===== config.mk =====
export PLATFORM = sky130hd
export DESIGN_NAME = serializer_link_gpio
export DESIGN_NICKNAME = d
export VERILOG_FILES = /design/src/rtl/link_pin_pkg.sv /design/src/rtl/serializer_link_gpio.sv
export SDC_FILE = /design/constraint.sdc
export NUM_CORES = 1
export LEC_CHECK = 0
export CORE_MARGIN = 1
export CORE_UTILIZATION = 35
export CTS_CLUSTER_DIAMETER = 40
export DETAILED_ROUTE_END_ITERATION = 6
export DONT_BUFFER_PORTS = 1
export SETUP_SLACK_MARGIN = 0.1
export SYNTH_ARGS = -nofsm -noshare
export SYNTH_HDL_FRONTEND = slang
export SYNTH_SLANG_ARGS = --single-unit

===== constraint.sdc =====
create_clock -name CLK_SYS -period 4.55 [get_ports CLK_SYS]
set_clock_uncertainty 0.1 [all_clocks]
set_input_delay 0.91 -clock CLK_SYS [delete_from_list [all_inputs] [get_ports CLK_SYS]]
set_output_delay 0.91 -clock CLK_SYS [all_outputs]
set_load 0.01 [all_outputs]

===== src/rtl/link_pin_pkg.sv =====
/*
  Shared constants and carriers of the serializer link pin block.
  Assumes a 10 MHz system clock; all users refer to names as link_pin_pkg::name.
*/
package link_pin_pkg;
  // Register offsets
  localparam logic [7:0] OFS_REMOTE_SEL   = 8'h0d;
  localparam logic [7:0] OFS_DIR_CTRL     = 8'h0e;
  localparam logic [7:0] OFS_FWD_CFG      = 8'h33;
  localparam logic [7:0] OFS_LEVEL_STS    = 8'h53;
  // Values after reset: all pins inputs, nothing driven, nothing forwarded
  localparam logic [7:0] RST_REMOTE_SEL   = 8'h00;
  localparam logic [7:0] RST_DIR_CTRL     = 8'h0f;
  localparam logic [7:0] RST_FWD_CFG      = 8'h00;
  // Field positions
  localparam int IN_EN_LSB     = 0;
  localparam int DRV_EN_LSB    = 4;
  localparam int LOCAL_LSB     = 0;
  localparam int REMOTE_EN_LSB = 4;
  localparam int CNT_LSB       = 0;
  localparam int SENSE_LSB     = 4;
  // Forward sampling periods in frames
  localparam logic [2:0] PERIOD_ONE   = 3'h1;
  localparam logic [2:0] PERIOD_TWO   = 3'h2;
  localparam logic [2:0] PERIOD_MANY  = 3'h5;
  // Frame sizes in bits
  localparam int FWD_FRAME_BITS = 40;
  localparam int BC_FRAME_BITS  = 30;
  // Timing
  localparam int CLK_PERIOD_NS    = 100;
  localparam int FWD_LATENCY_NS   = 225;
  localparam int BC_SKEW_NS       = 600;
  localparam int FWD_LATENCY_CYC  = (FWD_LATENCY_NS / CLK_PERIOD_NS) < 1 ? 1 :
                                    (FWD_LATENCY_NS / CLK_PERIOD_NS);
  localparam int BC_SKEW_CYC      = (BC_SKEW_NS / CLK_PERIOD_NS) < 1 ? 1 :
                                    (BC_SKEW_NS / CLK_PERIOD_NS);
  // Remote sampling rates per clocking mode, in kHz times ten
  localparam int BC_RATE_SYNC_KHZ10  = 16700;
  localparam int BC_RATE_NSYNC_KHZ10 = 3340;
  localparam int BC_RATE_DVP_KHZ10   = 835;

  typedef struct packed {
    logic [7:0] addr;
    logic [7:0] wdata;
    logic       wr;
    logic       rd;
  } reg_req_s;

  typedef struct packed {
    logic [3:0] pins;
    logic [2:0] count;
  } fwd_sample_s;
endpackage


===== src/rtl/serializer_link_gpio.sv =====
/*
  Four-pin general-purpose block of a link serializer: local register control,
  forwarding of pin levels into forward frames, remote pin values from back frames.
  Assumes the link logic marks each forward frame by a LINK_CLK rising edge and each
  back frame by a toggle of BC_FRAME_TGL; both arrive from outside the clock domain.
*/
`timescale 1ns/100ps
module serializer_link_gpio #(
  parameter int NPINS = 4
) (
  // Clock, reset, enable
  input  wire logic                     CLK_SYS,
  input  wire logic                     RESET_N,
  input  wire logic                     CE,
  // Register port
  input  wire link_pin_pkg::reg_req_s   REG_REQ,
  output      logic [7:0]               REG_RDATA,
  output      logic                     REG_ACK,
  // Pins
  input  wire logic [NPINS-1:0]         PIN_IN,
  output      logic [NPINS-1:0]         PIN_OUT,
  output      logic [NPINS-1:0]         PIN_OE,
  output      logic [NPINS-1:0]         PIN_PULLDOWN,
  output      logic [1:0]               VSENSE_EN,
  // Forward channel
  input  wire logic                     LINK_CLK,
  output      link_pin_pkg::fwd_sample_s FWD_SAMPLE,
  output      logic                     FWD_STB,
  // Back channel
  input  wire logic [NPINS-1:0]         BC_PIN_VAL,
  input  wire logic                     BC_FRAME_TGL
);
  logic [7:0]       remote_sel_r;
  logic [7:0]       dir_ctrl_r;
  logic [7:0]       fwd_cfg_r;
  logic [NPINS-1:0] pin_s1_r;
  logic [NPINS-1:0] pin_s2_r;
  logic [2:0]       link_s_r;
  logic [NPINS-1:0] bcv_s1_r;
  logic [NPINS-1:0] bcv_s2_r;
  logic [2:0]       bct_s_r;
  logic [2:0]       sync_fill_r;
  logic [NPINS-1:0] remote_val_r;
  logic [2:0]       frame_cnt_r;
  logic [2:0]       frame_cnt_nxt;
  logic [2:0]       period;
  logic [2:0]       fwd_count;
  logic [NPINS-1:0] fwd_mask;
  logic [NPINS-1:0] in_en;
  logic [NPINS-1:0] drv_en;
  logic [NPINS-1:0] remote_en;
  logic [NPINS-1:0] local_val;
  logic [NPINS-1:0] level_bits;
  logic             link_rise;
  logic             bc_frame;

  assign in_en     = dir_ctrl_r[link_pin_pkg::IN_EN_LSB +: NPINS];
  assign drv_en    = dir_ctrl_r[link_pin_pkg::DRV_EN_LSB +: NPINS];
  assign remote_en = remote_sel_r[link_pin_pkg::REMOTE_EN_LSB +: NPINS];
  assign local_val = remote_sel_r[link_pin_pkg::LOCAL_LSB +: NPINS];
  assign fwd_count = fwd_cfg_r[link_pin_pkg::CNT_LSB +: 3];

  // Register writes
  always_ff @(posedge CLK_SYS) begin
    if (!RESET_N) begin
      remote_sel_r <= link_pin_pkg::RST_REMOTE_SEL;
      dir_ctrl_r   <= link_pin_pkg::RST_DIR_CTRL;
      fwd_cfg_r    <= link_pin_pkg::RST_FWD_CFG;
    end else if (CE && REG_REQ.wr) begin
      case (REG_REQ.addr)
        link_pin_pkg::OFS_REMOTE_SEL: remote_sel_r <= REG_REQ.wdata;
        link_pin_pkg::OFS_DIR_CTRL:   dir_ctrl_r   <= REG_REQ.wdata;
        link_pin_pkg::OFS_FWD_CFG:    fwd_cfg_r    <= REG_REQ.wdata;
        default: ;
      endcase
    end
  end

  // Status shows level only where input is enabled; an output-only pin reads 0
  assign level_bits = pin_s2_r & in_en;

  // Register reads, one-cycle acknowledge; unmapped reads return zero
  always_ff @(posedge CLK_SYS) begin
    if (!RESET_N) begin
      REG_RDATA <= 8'h00;
      REG_ACK   <= 1'b0;
    end else if (CE) begin
      REG_ACK <= REG_REQ.wr | REG_REQ.rd;
      if (REG_REQ.rd) begin
        case (REG_REQ.addr)
          link_pin_pkg::OFS_REMOTE_SEL: REG_RDATA <= remote_sel_r;
          link_pin_pkg::OFS_DIR_CTRL:   REG_RDATA <= dir_ctrl_r;
          link_pin_pkg::OFS_FWD_CFG:    REG_RDATA <= fwd_cfg_r;
          link_pin_pkg::OFS_LEVEL_STS:  REG_RDATA <= {{(8-NPINS){1'b0}}, level_bits};
          default:                      REG_RDATA <= 8'h00;
        endcase
      end
    end
  end

  // Synchronisers; first stage feeds only the second
  always_ff @(posedge CLK_SYS) begin
    if (!RESET_N) begin
      pin_s1_r <= '0;
      pin_s2_r <= '0;
      link_s_r <= 3'h0;
      bcv_s1_r <= '0;
      bcv_s2_r <= '0;
      bct_s_r  <= 3'h0;
      sync_fill_r <= 3'h0;
    end else if (CE) begin
      pin_s1_r <= PIN_IN;
      pin_s2_r <= pin_s1_r;
      link_s_r <= {link_s_r[1:0], LINK_CLK};
      bcv_s1_r <= BC_PIN_VAL;
      bcv_s2_r <= bcv_s1_r;
      bct_s_r  <= {bct_s_r[1:0], BC_FRAME_TGL};
      sync_fill_r <= {sync_fill_r[1:0], 1'b1};
    end
  end

  // Edges held off until the last stage holds a real sample, so that
  // a toggle left high across reset does not fake a frame
  assign link_rise = link_s_r[1] & ~link_s_r[2] & sync_fill_r[2];
  assign bc_frame  = (bct_s_r[1] ^ bct_s_r[2]) & sync_fill_r[2];

  // Sampling period from the linked pin count
  always_comb begin
    case (fwd_count)
      3'h1:    period = link_pin_pkg::PERIOD_ONE;
      3'h2:    period = link_pin_pkg::PERIOD_TWO;
      3'h3,
      3'h4:    period = link_pin_pkg::PERIOD_MANY;
      default: period = 3'h0;
    endcase
  end

  always_comb begin
    fwd_mask = '0;
    for (int i = 0; i < NPINS; i++) begin
      fwd_mask[i] = (3'(i) < fwd_count);
    end
  end

  always_comb begin
    frame_cnt_nxt = frame_cnt_r;
    if (period == 3'h0) begin
      frame_cnt_nxt = 3'h0;
    end else if (REG_REQ.wr && REG_REQ.addr == link_pin_pkg::OFS_FWD_CFG) begin
      // New count restarts the cadence; a stale phase would skip frames
      frame_cnt_nxt = 3'h0;
    end else if (link_rise) begin
      frame_cnt_nxt = (frame_cnt_r + 3'h1 >= period) ? 3'h0 : frame_cnt_r + 3'h1;
    end
  end

  always_ff @(posedge CLK_SYS) begin
    if (!RESET_N) begin
      frame_cnt_r <= 3'h0;
    end else if (CE) begin
      frame_cnt_r <= frame_cnt_nxt;
    end
  end

  // Forward sample, one per sampling period, at the frame that opens it
  always_ff @(posedge CLK_SYS) begin
    if (!RESET_N) begin
      FWD_SAMPLE <= '0;
      FWD_STB    <= 1'b0;
    end else if (CE) begin
      FWD_STB <= link_rise && period != 3'h0 && frame_cnt_r == 3'h0;
      if (link_rise && period != 3'h0 && frame_cnt_r == 3'h0) begin
        FWD_SAMPLE.pins  <= pin_s2_r & fwd_mask;
        FWD_SAMPLE.count <= fwd_count;
      end
    end
  end

  // Remote values caught once per back frame; the back frame rate sets the sampling rate
  always_ff @(posedge CLK_SYS) begin
    if (!RESET_N) begin
      remote_val_r <= '0;
    end else if (CE && bc_frame) begin
      remote_val_r <= bcv_s2_r;
    end
  end

  // Pin drive: remote value (frame sync too) or local data
  always_ff @(posedge CLK_SYS) begin
    if (!RESET_N) begin
      PIN_OUT      <= '0;
      PIN_OE       <= '0;
      PIN_PULLDOWN <= '0;
      VSENSE_EN    <= 2'h0;
    end else if (CE) begin
      PIN_OUT      <= (remote_en & remote_val_r) | (~remote_en & local_val);
      PIN_OE       <= drv_en;
      PIN_PULLDOWN <= in_en;
      VSENSE_EN    <= fwd_cfg_r[link_pin_pkg::SENSE_LSB +: 2];
    end
  end
endmodule


Yosys cells after proc, flatten, opt, wreduce, memory -nomap -nowiden
Index checks and enable logic that the tools add are counted.

Word-level logic and storage cells: 69. Register bits after elaboration: 87.

$add $sub $neg: 1. Equality and inequality tests: 8. Reductions and logical operators: 16. Bitwise operators: 12. Magnitude comparators: 5. Multiplexer cells: 6.

Operators with widths (count): $pmux W8 S4 (1); $and A4 B4 Y4 (4); $eq A8 B4 Y1 const B (2); $mux W3 (4); $reduce_and A2 Y1 (6); $pmux W3 S3 (1); $eq A8 B6 Y1 const B (1); $eq A8 B7 Y1 const B (1); $eq A3 B2 Y1 const B (2); $logic_not A3 Y1 (2); $lt A1 B3 Y1 const A (2); $lt A2 B3 Y1 const A (2); $reduce_bool A3 Y1 (2); $logic_and A1 B1 Y1 (5); $not A4 Y4 (1); $or A4 B4 Y4 (1); $add A3 B1 Y3 const B (1); $and A1 B1 Y1 (3); $eq A3 B1 Y1 const B (1); $eq A3 B3 Y1 const B (1); $ge A3 B3 Y1 (1); $reduce_or A2 Y1 (1); $not A1 Y1 (1); $or A1 B1 Y1 (1); $xor A1 B1 Y1 (1).

Logic depth before layout (Yosys ltp)
Gate-level depths: netlist of the first run.

Word-level depth: 8. Depth in mapped cells: 9.

Worst setup path after synthesis of the first run
Ideal clock, no wire load.

Path kind: in2reg. Start: input REG_REQ[15] in the netlist's numbering. End: register dir_ctrl_r[0]. Data arrival time: 1.966 ns. Setup slack: 2.355 ns. Cell stages on the path: 5. Library setup time: 0.129 ns. Cell sequence: or4b_4 > nor2_4 > nand3_4 > mux2i_1 > nand2_1.

Longest elaborated chain between the ends: 2.

RTL lines: start, declared (line serializer_link_gpio.sv:16) `input wire link_pin_pkg::reg_req_s REG_REQ,`; $eq A8 B4 Y1 (line serializer_link_gpio.sv:70) `case (REG_REQ.addr)`; $reduce_and A2 Y1 (no line); end signal, assigned (line serializer_link_gpio.sv:67) `dir_ctrl_r <= link_pin_pkg::RST_DIR_CTRL;`; end signal, assigned (line serializer_link_gpio.sv:72) `link_pin_pkg::OFS_DIR_CTRL: dir_ctrl_r <= REG_REQ.wdata;`; end, declared (line serializer_link_gpio.sv:34) `logic [7:0] dir_ctrl_r;`.

No other way between the ends. A chain may end at the register's enable or synchronous reset.

Worst setup path after layout of the first run
Start: register fwd_cfg_r[0]. End: register frame_cnt_r[0].

Longest elaborated chain between the ends: 8.

RTL lines: start, declared (line serializer_link_gpio.sv:35) `logic [7:0] fwd_cfg_r;`; start signal, assigned (line serializer_link_gpio.sv:68) `fwd_cfg_r <= link_pin_pkg::RST_FWD_CFG;`; start signal, assigned (line serializer_link_gpio.sv:73) `link_pin_pkg::OFS_FWD_CFG: fwd_cfg_r <= REG_REQ.wdata;`; $eq A3 B2 Y1 or $eq A3 B3 Y1 (tied branches) (line serializer_link_gpio.sv:129) `case (fwd_count)`; $reduce_or A2 Y1 (line serializer_link_gpio.sv:129); $pmux W3 S3 (*) (line serializer_link_gpio.sv:129); $ge A3 B3 Y1 (line serializer_link_gpio.sv:153) `frame_cnt_nxt = (frame_cnt_r + 3'h1 >= period) ? 3'h0 : frame_cnt_r + 3'h1;`; $mux W3 (line serializer_link_gpio.sv:153); $mux W3 (line serializer_link_gpio.sv:152) `end else if (link_rise) begin`; $mux W3 (line serializer_link_gpio.sv:149) `end else if (REG_REQ.wr && REG_REQ.addr == link_pin_pkg::OFS_FWD_CFG) begin`; $mux W3 (line serializer_link_gpio.sv:147) `if (period == 3'h0) begin`; end signal, assigned (line serializer_link_gpio.sv:161) `frame_cnt_r <= frame_cnt_nxt;`; end, declared (line serializer_link_gpio.sv:44) `logic [2:0] frame_cnt_r;`.

Mark *: on every way between the ends. The rest lies on a longest branch, timed or not. The select of a mux whose other input is x is not followed.

==> qor.csv, run 1 <==
metric;value;unit
status;finished, final reports clean;
p_total;1.45;mW
rows;38;
area_delta_synth_final;8.26;%
path_clk_slew;80;ps
cts_hold_buf;0;
cts_tree;yes;
synth.top_cell.area_share;45.1;%
critical-path-max-stage-delay;580;ps
fin_nets;407;
syn_nets;416;
wl_per_cell;16.4;microns
whs;368;ps
synth.most_common_cell;dfxtp_1;
maxSlewViolCount;0;
start_util;35.8;%
path_delay_family;simple AND/OR/NAND/NOR gates;
numCtsBuffers;9;
post-cts-setup-buffers;0;
rsz0062_at_grt;false;
worst_setup_path_start_kind;flip-flop;
cellPowerDensity;346;nW/um^2
n_antenna_cell;0;
dieHeight;107;microns
timing.fmax;443;MHz
crit_path_top_delay_cell;dfxtp_1;
dp_hpwl;5.98;mm
cp-startpoint;fwd_cfg_r[0];
core;10800;sq um
final_cell_area;4180;sq um
end_kind;flip-flop;
syn-cell-area;3860;sq um
placed_cell_area;3950;sq um
power_leakage;1.55;nW
htreeDepth;3;
slew-limit-headroom;44.2;%
final-setup-viol-count;0;
die-area;11500;sq um
synth_seq_area_share;45.1;%
insertion_delay;350;ps
cts_buffer_depth;2;
grt_pass1_vias;2453;
rr_startpoint;fwd_cfg_r[0];
peakVddDrop;0.159;mV
synth_edf_count;0;
gp_congestion;0.752;
first_pass_iters;4;
min_from;sync_fill_r[0];
drc_errors;0;
tns;0;ps
hold_viol_final;0;
synth_area_leaders;dfxtp_1 (45%), mux2i_1 (18%), nor2b_1 (11%), nand2_1 (3.2%), ha_1 (1.6%);
avgSynthCellArea;10.2;sq um
path_cells;nor2_1 > mux2_2 > ha_1 > nor2b_1 > o21ai_0 > nor3_1 > nand2_2 > o22ai_2;
cts_resized;0;
cp.arrival;2440;ps
synthTopCellsByCount;dfxtp_1 (87), mux2i_1 (68), nor2b_1 (65);
async_flop_share;0;%
ys_seq_elements;87;
post-synth-top-area-cell;dfxtp_1;
wl;8.49;mm
drtIter0Drc;150;
fillers;1096;
die_x;107;microns
grt-ovfl-total;0;
layout-drive-gt1-share;7.71;%
cp_max_fo;12;
grt_start_max_net_pins;86;
dr_total_vias;2601;
fin_crit_sh;49.6;%
cp.required;4730;ps
antenna_left;0;
tightest_slew;829;ps
via_per_inst;5.04;
grt_pass1_wl;13.4;mm
antenna_found_initial;0;
critPathKind;flip-flop to flip-flop;
io_pins;62;
synthCells;380;
post-route-util;38.8;%
min_path_type;flip-flop to flip-flop;
io_buffers;0;
synthFlopType;dfxtp_1;
max_cap_viol_count;0;
cts_sinks;87;
grt_use_total;15.3;%
cts_root_buffer;clkbuf_8;
worst-path-buf-inv;0;
min_period;2260;ps
synth_warnings;0;
synth_cell_types;53;
==> final timing paths <==
check / slack (ps) / end / cells past startpoint
setup / recovery: 2290 / frame_cnt_r[0] / 8
hold / removal: 370 / sync_fill_r[0] / 1
setup reg to reg: 2290 / frame_cnt_r[0] / 8
hold reg to reg: 370 / sync_fill_r[0] / 1
==> layout by cell type (no fill, tap or decap), types with 3 or more instances in the layout <==
cell type	Yosys	layout
dfxtp_1	87	87
mux2i_1	68	68
nor2b_1	65	65
nand2_1	33	33
clkbuf_8	0	11
a21oi_1	10	10
nor2_1	9	9
o21ai_1	9	9
ha_1	5	5
o21ai_0	4	4
o2bb2ai_1	4	4
o211a_1	4	4
a22oi_1	4	4
inv_1	3	3
and3_1	3	3
a21boi_1	3	3
and2_1	3	3
a221oi_1	3	3
==> state kept, by name (all words and copies together), names as in the netlist <==
name	cells
PIN_PULLDOWN	4
remote_sel_r	8
PIN_OUT	4
remote_val_r	4
REG_RDATA	8
dir_ctrl_r	8
PIN_OE	4
bct_s_r	3
FWD_SAMPLE	7
sync_fill_r	3
bcv_s2_r	4
link_s_r	3
fwd_cfg_r	8
pin_s2_r	4
FWD_STB	1
VSENSE_EN	2
frame_cnt_r	3
pin_s1_r	4
bcv_s1_r	4
REG_ACK	1
==> metrics by stage <==
step | std cells | setup WS (ps)
after CTS | 516 | 2320
after floorplan | 380 | 2360
after global routing | 516 | 2070
final | 516 | 2290
after global placement | 500 | 1980
after detailed placement | 500 | 1980
==> cells by family after synthesis <==
family	synth area share (%)
xor gates and xnor gates	0.680
AOI/OAI and AO/OA	9.49
muxes	17.9
and+or+nand+nor	22.7
buffers and inverters	2.59
DFF	45.1
adders and majority gates	1.62
==> metal layers <==
layer / share of wire [%] / GRT usage (%) / up-vias
li1: - / - / 1315
met1: 49 / 21.0 / 1224
met2: 44 / 23.4 / 56
met3: 5.8 / 4.80 / 6
met4: 0.77 / 3.52 / 0
met5: 0 / 0 / -
==> final cells by class <==
cell class / instances / area [sq um] / area share, %
Inverter: 3 / 11.3 / 0.269
Multi-Input combinational cell: 270 / 2020 / 48.4
Clock inverter: 4 / 77.6 / 1.85
Tap cell: 140 / 175 / 4.19
Sequential cell: 87 / 1740 / 41.6
Clock buffer: 12 / 155 / 3.71
==> report_power, final <==
| part | switching [mW] | internal [mW] | total [mW] | leakage (nW) |
|---|---|---|---|---|
| Clock | 0.272 | 0.342 | 0.614 | 0.117 |
| Combinational | 0.0166 | 0.0312 | 0.0478 | 0.727 |
| Sequential | 0.0119 | 0.776 | 0.788 | 0.706 |
(Power assumes the default switching activity.)
==> run 2: changes to the inputs <==
==> constraint.sdc (replaced) <==
create_clock -name CLK_SYS -period 1.9 [get_ports CLK_SYS]
set_clock_uncertainty 0.1 [all_clocks]
set_input_delay 0.38 -clock CLK_SYS [delete_from_list [all_inputs] [get_ports CLK_SYS]]
set_output_delay 0.38 -clock CLK_SYS [all_outputs]
set_load 0.01 [all_outputs]
==> run 2 against run 1 <==
  * Count of clock-buffer cells in the layout is 1 lower
  * First-iteration DRC count decreased by 25%
  * Critical path depth unchanged
  * Routed wire length is 2.4% higher
  * Critical path type unchanged
  * Largest cell class unchanged
  * Highest routed layer unchanged
==> qor.csv, run 2 (same netlist as run 1, synthesis figures left out) <==
metric;value;unit;change
status;finished, final reports clean;;unchanged
io_pins;62;;unchanged
drtIter0Drc;112;;was 150
maxSlewViolCount;0;;unchanged
antenna_found_initial;0;;unchanged
critPathKind;flip-flop to flip-flop;;unchanged
cellPowerDensity;794;nW/um^2;was 346 nW/um^2
dr_total_vias;2642;;was 2601
hold_end;dir_ctrl_r[2];;was sync_fill_r[0]
die_x;107;microns;unchanged
intPower;2.71;mW;was 1.15 mW
start_util;35.8;%;unchanged
max_cap_viol_count;0;;unchanged
layout-drive-gt1-share;13.4;%;was 7.71%
fin_crit_sh;95.0;%;was 49.6%
die-area;11500;sq um;unchanged
htreeDepth;3;;unchanged
cts_buffer_depth;2;;unchanged
slew-limit-headroom;73.1;%;was 44.2%
wl_per_cell;16.5;microns;was 16.4 microns
dieHeight;107;microns;unchanged
dp_hpwl;6.05;mm;was 5.98 mm
fin_nets;419;;was 407
min_period;1800;ps;was 2260 ps
min_from;REG_REQ[4];;was sync_fill_r[0]
final_common_cell;dfxtp_1;;unchanged
rows;38;;unchanged
clkPwrFrac;42.2;%;was 42.4%
numCtsBuffers;9;;unchanged
r2r_end;frame_cnt_r[1];;was frame_cnt_r[0]
cp.arrival;2000;ps;was 2440 ps
gp_congestion;0.809;;was 0.752
final-setup-viol-count;0;;unchanged
placedCellCount;508;;was 500
antenna_left;0;;unchanged
io_buffers;0;;unchanged
rr_startpoint;frame_cnt_r[1];;was fwd_cfg_r[0]
peakVddDrop;0.396;mV;was 0.159 mV
first_pass_iters;4;;unchanged
drc_errors;0;;unchanged
tns;0;ps;unchanged
post-place-ws;11.3;ps;was 1980 ps
grt_pass1_vias;2604;;was 2453
whs_path_depth;2;;was 1
reg2reg_slack;100;ps;was 2290 ps
hold_viol_final;0;;unchanged
rr_worst_depth;8;;unchanged
switching_share;21.7;%;was 20.8%
grt_start_max_net_pins;83;;was 86
cp_max_fo;3;;was 12
worst_setup_path_start_kind;flip-flop;;unchanged
power_leakage;1.61;nW;was 1.55 nW
via_per_inst;5.00;;was 5.04
cts_tree;yes;;unchanged
grt_use_total;15.9;%;was 15.3%
wl;8.69;mm;was 8.49 mm
power.share.sequential;54.3;%;about the same
cts_root_buffer;clkbuf_8;;unchanged
insertion_delay;360;ps;was 350 ps
min_path_type;input port to flip-flop;;was flip-flop to flip-flop
area_delta_synth_final;12.9;%;was 8.26%
end_kind;flip-flop;;unchanged
cts_sinks;87;;unchanged
cp.required;2090;ps;was 4730 ps
tightest_slew;403;ps;was 829 ps
layoutNonFillerInstCount;528;;was 516
n_antenna_cell;0;;unchanged
grt_pass1_wl;13.9;mm;was 13.4 mm
grt-ovfl-total;0;;unchanged
path_clk_slew;90;ps;was 80 ps
power_frac_comb;3.5;%;was 3.3%
timing.fmax;554;MHz;was 443 MHz
worst_slack;95.4;ps;was 2290 ps
fillers;1063;;was 1096
core;10800;sq um;unchanged
power.switching;0.753;mW;was 0.301 mW
rsz0062_at_grt;true;;was false
layout_common_cells;dfxtp_1 (82), mux2i_1 (68), nor2b_1 (65);;was dfxtp_1 (87), mux2i_1 (68), nor2b_1 (65)
p_total;3.46;mW;was 1.45 mW
## run 2: critical path, cell delays in order (launching register included)
cell and delay [ps]:
dfxtp_4 370, ha_4 170, xor2_2 150, ha_1 310, a21oi_2 110, o21ai_1 80
nor3_2 190, nand2_2 90, o22ai_1 150
## run 2: per-layer routing
metal | routed length, microns | GRT usage (%) | vias up
met1 | 4170 | 21.5 | 1234
met5 | 0 | 0 | -
met2 | 3820 | 23.6 | 58
li1 | - | - | 1336
met3 | 549 | 4.74 | 14
met4 | 149 | 6.56 | 0
## run 2: power by group through the flow
stage / sequential, mW / clock [mW] / combinational, mW
after floorplan: 1.92 / 0 / 0.143
after CTS: 1.88 / 1.50 / 0.124
after global routing: 1.89 / 1.57 / 0.135
after global placement: 1.93 / 0 / 0.116
final: 1.88 / 1.46 / 0.123
after detailed placement: 1.93 / 0 / 0.119
## run 2: how the worst max path moves through the flow
stage / cells after the start / startpoint / end
after floorplan: 9 / fwd_cfg_r[2] / frame_cnt_r[1]
after global placement: 8 / fwd_cfg_r[2] / frame_cnt_r[1]
after detailed placement: 8 / frame_cnt_r[1] / frame_cnt_r[2]
after CTS: 8 / frame_cnt_r[0] / frame_cnt_r[1]
after global routing: 8 / frame_cnt_r[1] / frame_cnt_r[1]
final: 8 / frame_cnt_r[1] / frame_cnt_r[1]
## run 2: cell type report
cell class / instances / area, sq um / share of cell area, %
multi-input combinational: 270 / 2110 / 48.3
sequential: 87 / 1760 / 40.3
tap: 140 / 175 / 4.01
clock buffer: 11 / 141 / 3.24
timing repair buffer: 12 / 91.3 / 2.09
clock inverter: 5 / 81.3 / 1.86
inverter: 3 / 11.3 / 0.258
## run 2: what timing repair did
item                       in CTS  in global routing
setup endpoints to repair       3                  5
hold endpoints to repair        5                  0
resized for setup               8                  4
pin swaps                       3                  2
buffers inserted                2                  0
hold buffers                    2                  0
## run 2: metrics by stage
stage                     area (sq um)  hold WS [ps]  util [%]
final                             4370          39.8      40.4
after global routing              4370          21.7      40.4
after CTS                         4350          18.4      40.3
after detailed placement          4060           363      37.6
after global placement            4060           337      37.6
after floorplan                   3940           327         -
==> run 3: changes to the inputs <==
--- a/config.mk
+++ b/config.mk
@@ -6,10 +6,11 @@
 export NUM_CORES = 1
 export LEC_CHECK = 0
 export CORE_MARGIN = 1
-export CORE_UTILIZATION = 35
+export CORE_UTILIZATION = 56
 export CTS_CLUSTER_DIAMETER = 40
 export DETAILED_ROUTE_END_ITERATION = 6
 export DONT_BUFFER_PORTS = 1
+export PLACE_DENSITY_LB_ADDON = 0.3
 export SETUP_SLACK_MARGIN = 0.1
 export SYNTH_ARGS = -nofsm -noshare
 export SYNTH_HDL_FRONTEND = slang
==> run 3 against run 2 <==
  * Setup slack gained 6.7 ps
  * Cell count down 12%
  * Count of clock-buffer cells in the layout increased by 1
  * Critical endpoint is now FWD_SAMPLE[3]
==> qor.csv, run 3 (same netlist as run 1, synthesis figures left out) <==
metric;value;unit;change
status;finished, final reports clean;;unchanged
path_clk_slew;80;ps;was 90 ps
regArea;1750;sq um;was 1760 sq um
dp_hpwl;5.48;mm;was 6.05 mm
core;6490;sq um;was 10800 sq um
power_leakage;1.62;nW;was 1.61 nW
cts_buffer_depth;2;;unchanged
grt_pass1_vias;2607;;was 2604
drtIter0Drc;212;;was 112
cp_max_fo;7;;was 3
insertion_delay;350;ps;was 360 ps
hold_viol_final;0;;unchanged
cellPowerDensity;776;nW/um^2;was 794 nW/um^2
via_per_inst;5.78;;was 5.00
final-setup-viol-count;0;;unchanged
wl_per_cell;17.2;microns;was 16.5 microns
multi_input_area;2110;sq um;about the same
grt_pass1_wl;13.1;mm;was 13.9 mm
r2r_end;FWD_SAMPLE[3];;was frame_cnt_r[1]
rows;29;;was 38
layout_common_cells;dfxtp_1 (82), mux2i_1 (68), nor2b_1 (64);;was dfxtp_1 (82), mux2i_1 (68), nor2b_1 (65)
final_cell_area;4290;sq um;was 4370 sq um
post-route-util;66.1;%;was 40.4%
final_common_cell;dfxtp_1;;unchanged
first_pass_iters;4;;unchanged
fillers;517;;was 1063
timing.fmax;556;MHz;was 554 MHz
io_buffers;0;;unchanged
min_period;1800;ps;about the same
rsz0062_at_grt;true;;unchanged
reg2reg_slack;100;ps;about the same
numCtsBuffers;9;;unchanged
n_antenna_cell;0;;unchanged
post-place-ws;-8.34;ps;was 11.3 ps
end_kind;flip-flop;;unchanged
grt_use_total;23.1;%;was 15.9%
antenna_left;0;;unchanged
cts_sinks;87;;unchanged
die-area;7240;sq um;was 11500 sq um
hold_end;REG_ACK;;was dir_ctrl_r[2]
gp_congestion;0.833;;was 0.809
max_cap_viol_count;0;;unchanged
cp.arrival;1940;ps;was 2000 ps
dieHeight;85.1;microns;was 107 microns
start_util;59.5;%;was 35.8%
fin_crit_sh;94.6;%;was 95.0%
placed_cell_area;3980;sq um;was 4060 sq um
rr_worst_depth;7;;was 8
tightest_slew;418;ps;was 403 ps
cts_root_buffer;clkbuf_8;;unchanged
wl;8.04;mm;was 8.69 mm
peakVddDrop;0.560;mV;was 0.396 mV
antenna_found_initial;0;;unchanged
layout-drive-gt1-share;14.9;%;was 13.4%
fin_nets;421;;was 419
die_x;85.1;microns;was 107 microns
io_pins;62;;unchanged
min_path_type;input port to flip-flop;;unchanged
slew-limit-headroom;72.1;%;was 73.1%
area_delta_synth_final;11.0;%;was 12.9%
drc_errors;0;;unchanged
rr_startpoint;fwd_cfg_r[2];;was frame_cnt_r[1]
whs_path_depth;1;;was 2
maxSlewViolCount;0;;unchanged
critPathKind;flip-flop to flip-flop;;unchanged
cts_tree;yes;;unchanged
htreeDepth;3;;unchanged
worst_slack;102;ps;was 95.4 ps
min_from;CE;;was REG_REQ[4]
worst_setup_path_start_kind;flip-flop;;unchanged
dr_total_vias;2701;;was 2642
grt_start_max_net_pins;83;;unchanged
cp.required;2050;ps;was 2090 ps
grt-ovfl-total;0;;unchanged
==> run 3: metal layers <==
layer / wire [microns] / vias up / GRT usage (%)
li1: - / 1343 / -
met1: 3760 / 1265 / 32.6
met2: 3630 / 83 / 34.5
met3: 536 / 10 / 5.64
met4: 119 / 0 / 8.01
met5: 0 / - / 0
==> run 3: cell type report <==
cell class                      instances  share of cell area (%)
Inverter                                3                   0.262
Clock buffer                           12                    3.62
Timing Repair Buffer                   14                    2.51
Clock inverter                          4                    1.25
Multi-Input combinational cell        270                    49.3
Sequential cell                        87                    40.8
Tap cell                               77                    2.24
==> run 3: per-stage QoR <==
stage               setup TNS [ps]  hold slack [ps]  cells  power, mW
finish                           0             36.7    467       3.33
global route                     0             6.56    467       3.47
CTS                              0             6.32    465       3.36
detailed placement           -12.6              349    445       2.05
global placement                 0              337    445       2.04
floorplan                        0              327    380       2.06
==> run 3: report_power, final <==
| group | switching [mW] | leakage, nW | internal, mW |
|---|---|---|---|
| sequential | 0.0291 | 0.710 | 1.85 |
| clock | 0.641 | 0.0988 | 0.683 |
| combinational | 0.0415 | 0.810 | 0.0796 |
==> run 3: worst max-delay path, stage by stage, from the launching register on <==
cell	delay (ps)
dfxtp_4	360
buf_4	140
buf_4	150
or3_1	390
nand4_2	170
buf_4	160
mux2i_1	180
nor2b_1	60
==> run 3: worst max path at each step <==
stage / cells past startpoint / end / start / slack, ps
2_1_floorplan: 9 / frame_cnt_r[1] / fwd_cfg_r[2] / 100
3_3_place_gp: 8 / frame_cnt_r[1] / fwd_cfg_r[2] / 80
3_5_place_dp: 8 / frame_cnt_r[1] / fwd_cfg_r[2] / -8
4_1_cts: 8 / frame_cnt_r[0] / frame_cnt_r[0] / 90
5_1_grt: 7 / FWD_SAMPLE[3] / fwd_cfg_r[2] / 50
6_report: 7 / FWD_SAMPLE[3] / fwd_cfg_r[2] / 100
==> run 3: repair_timing <==
item,in CTS,in global routing
hold buffers,1,0
buffers inserted,3,2
endpoints found under the setup margin,3,4
hold endpoints to repair,4,0
resized for setup,7,6
pin swaps,3,5
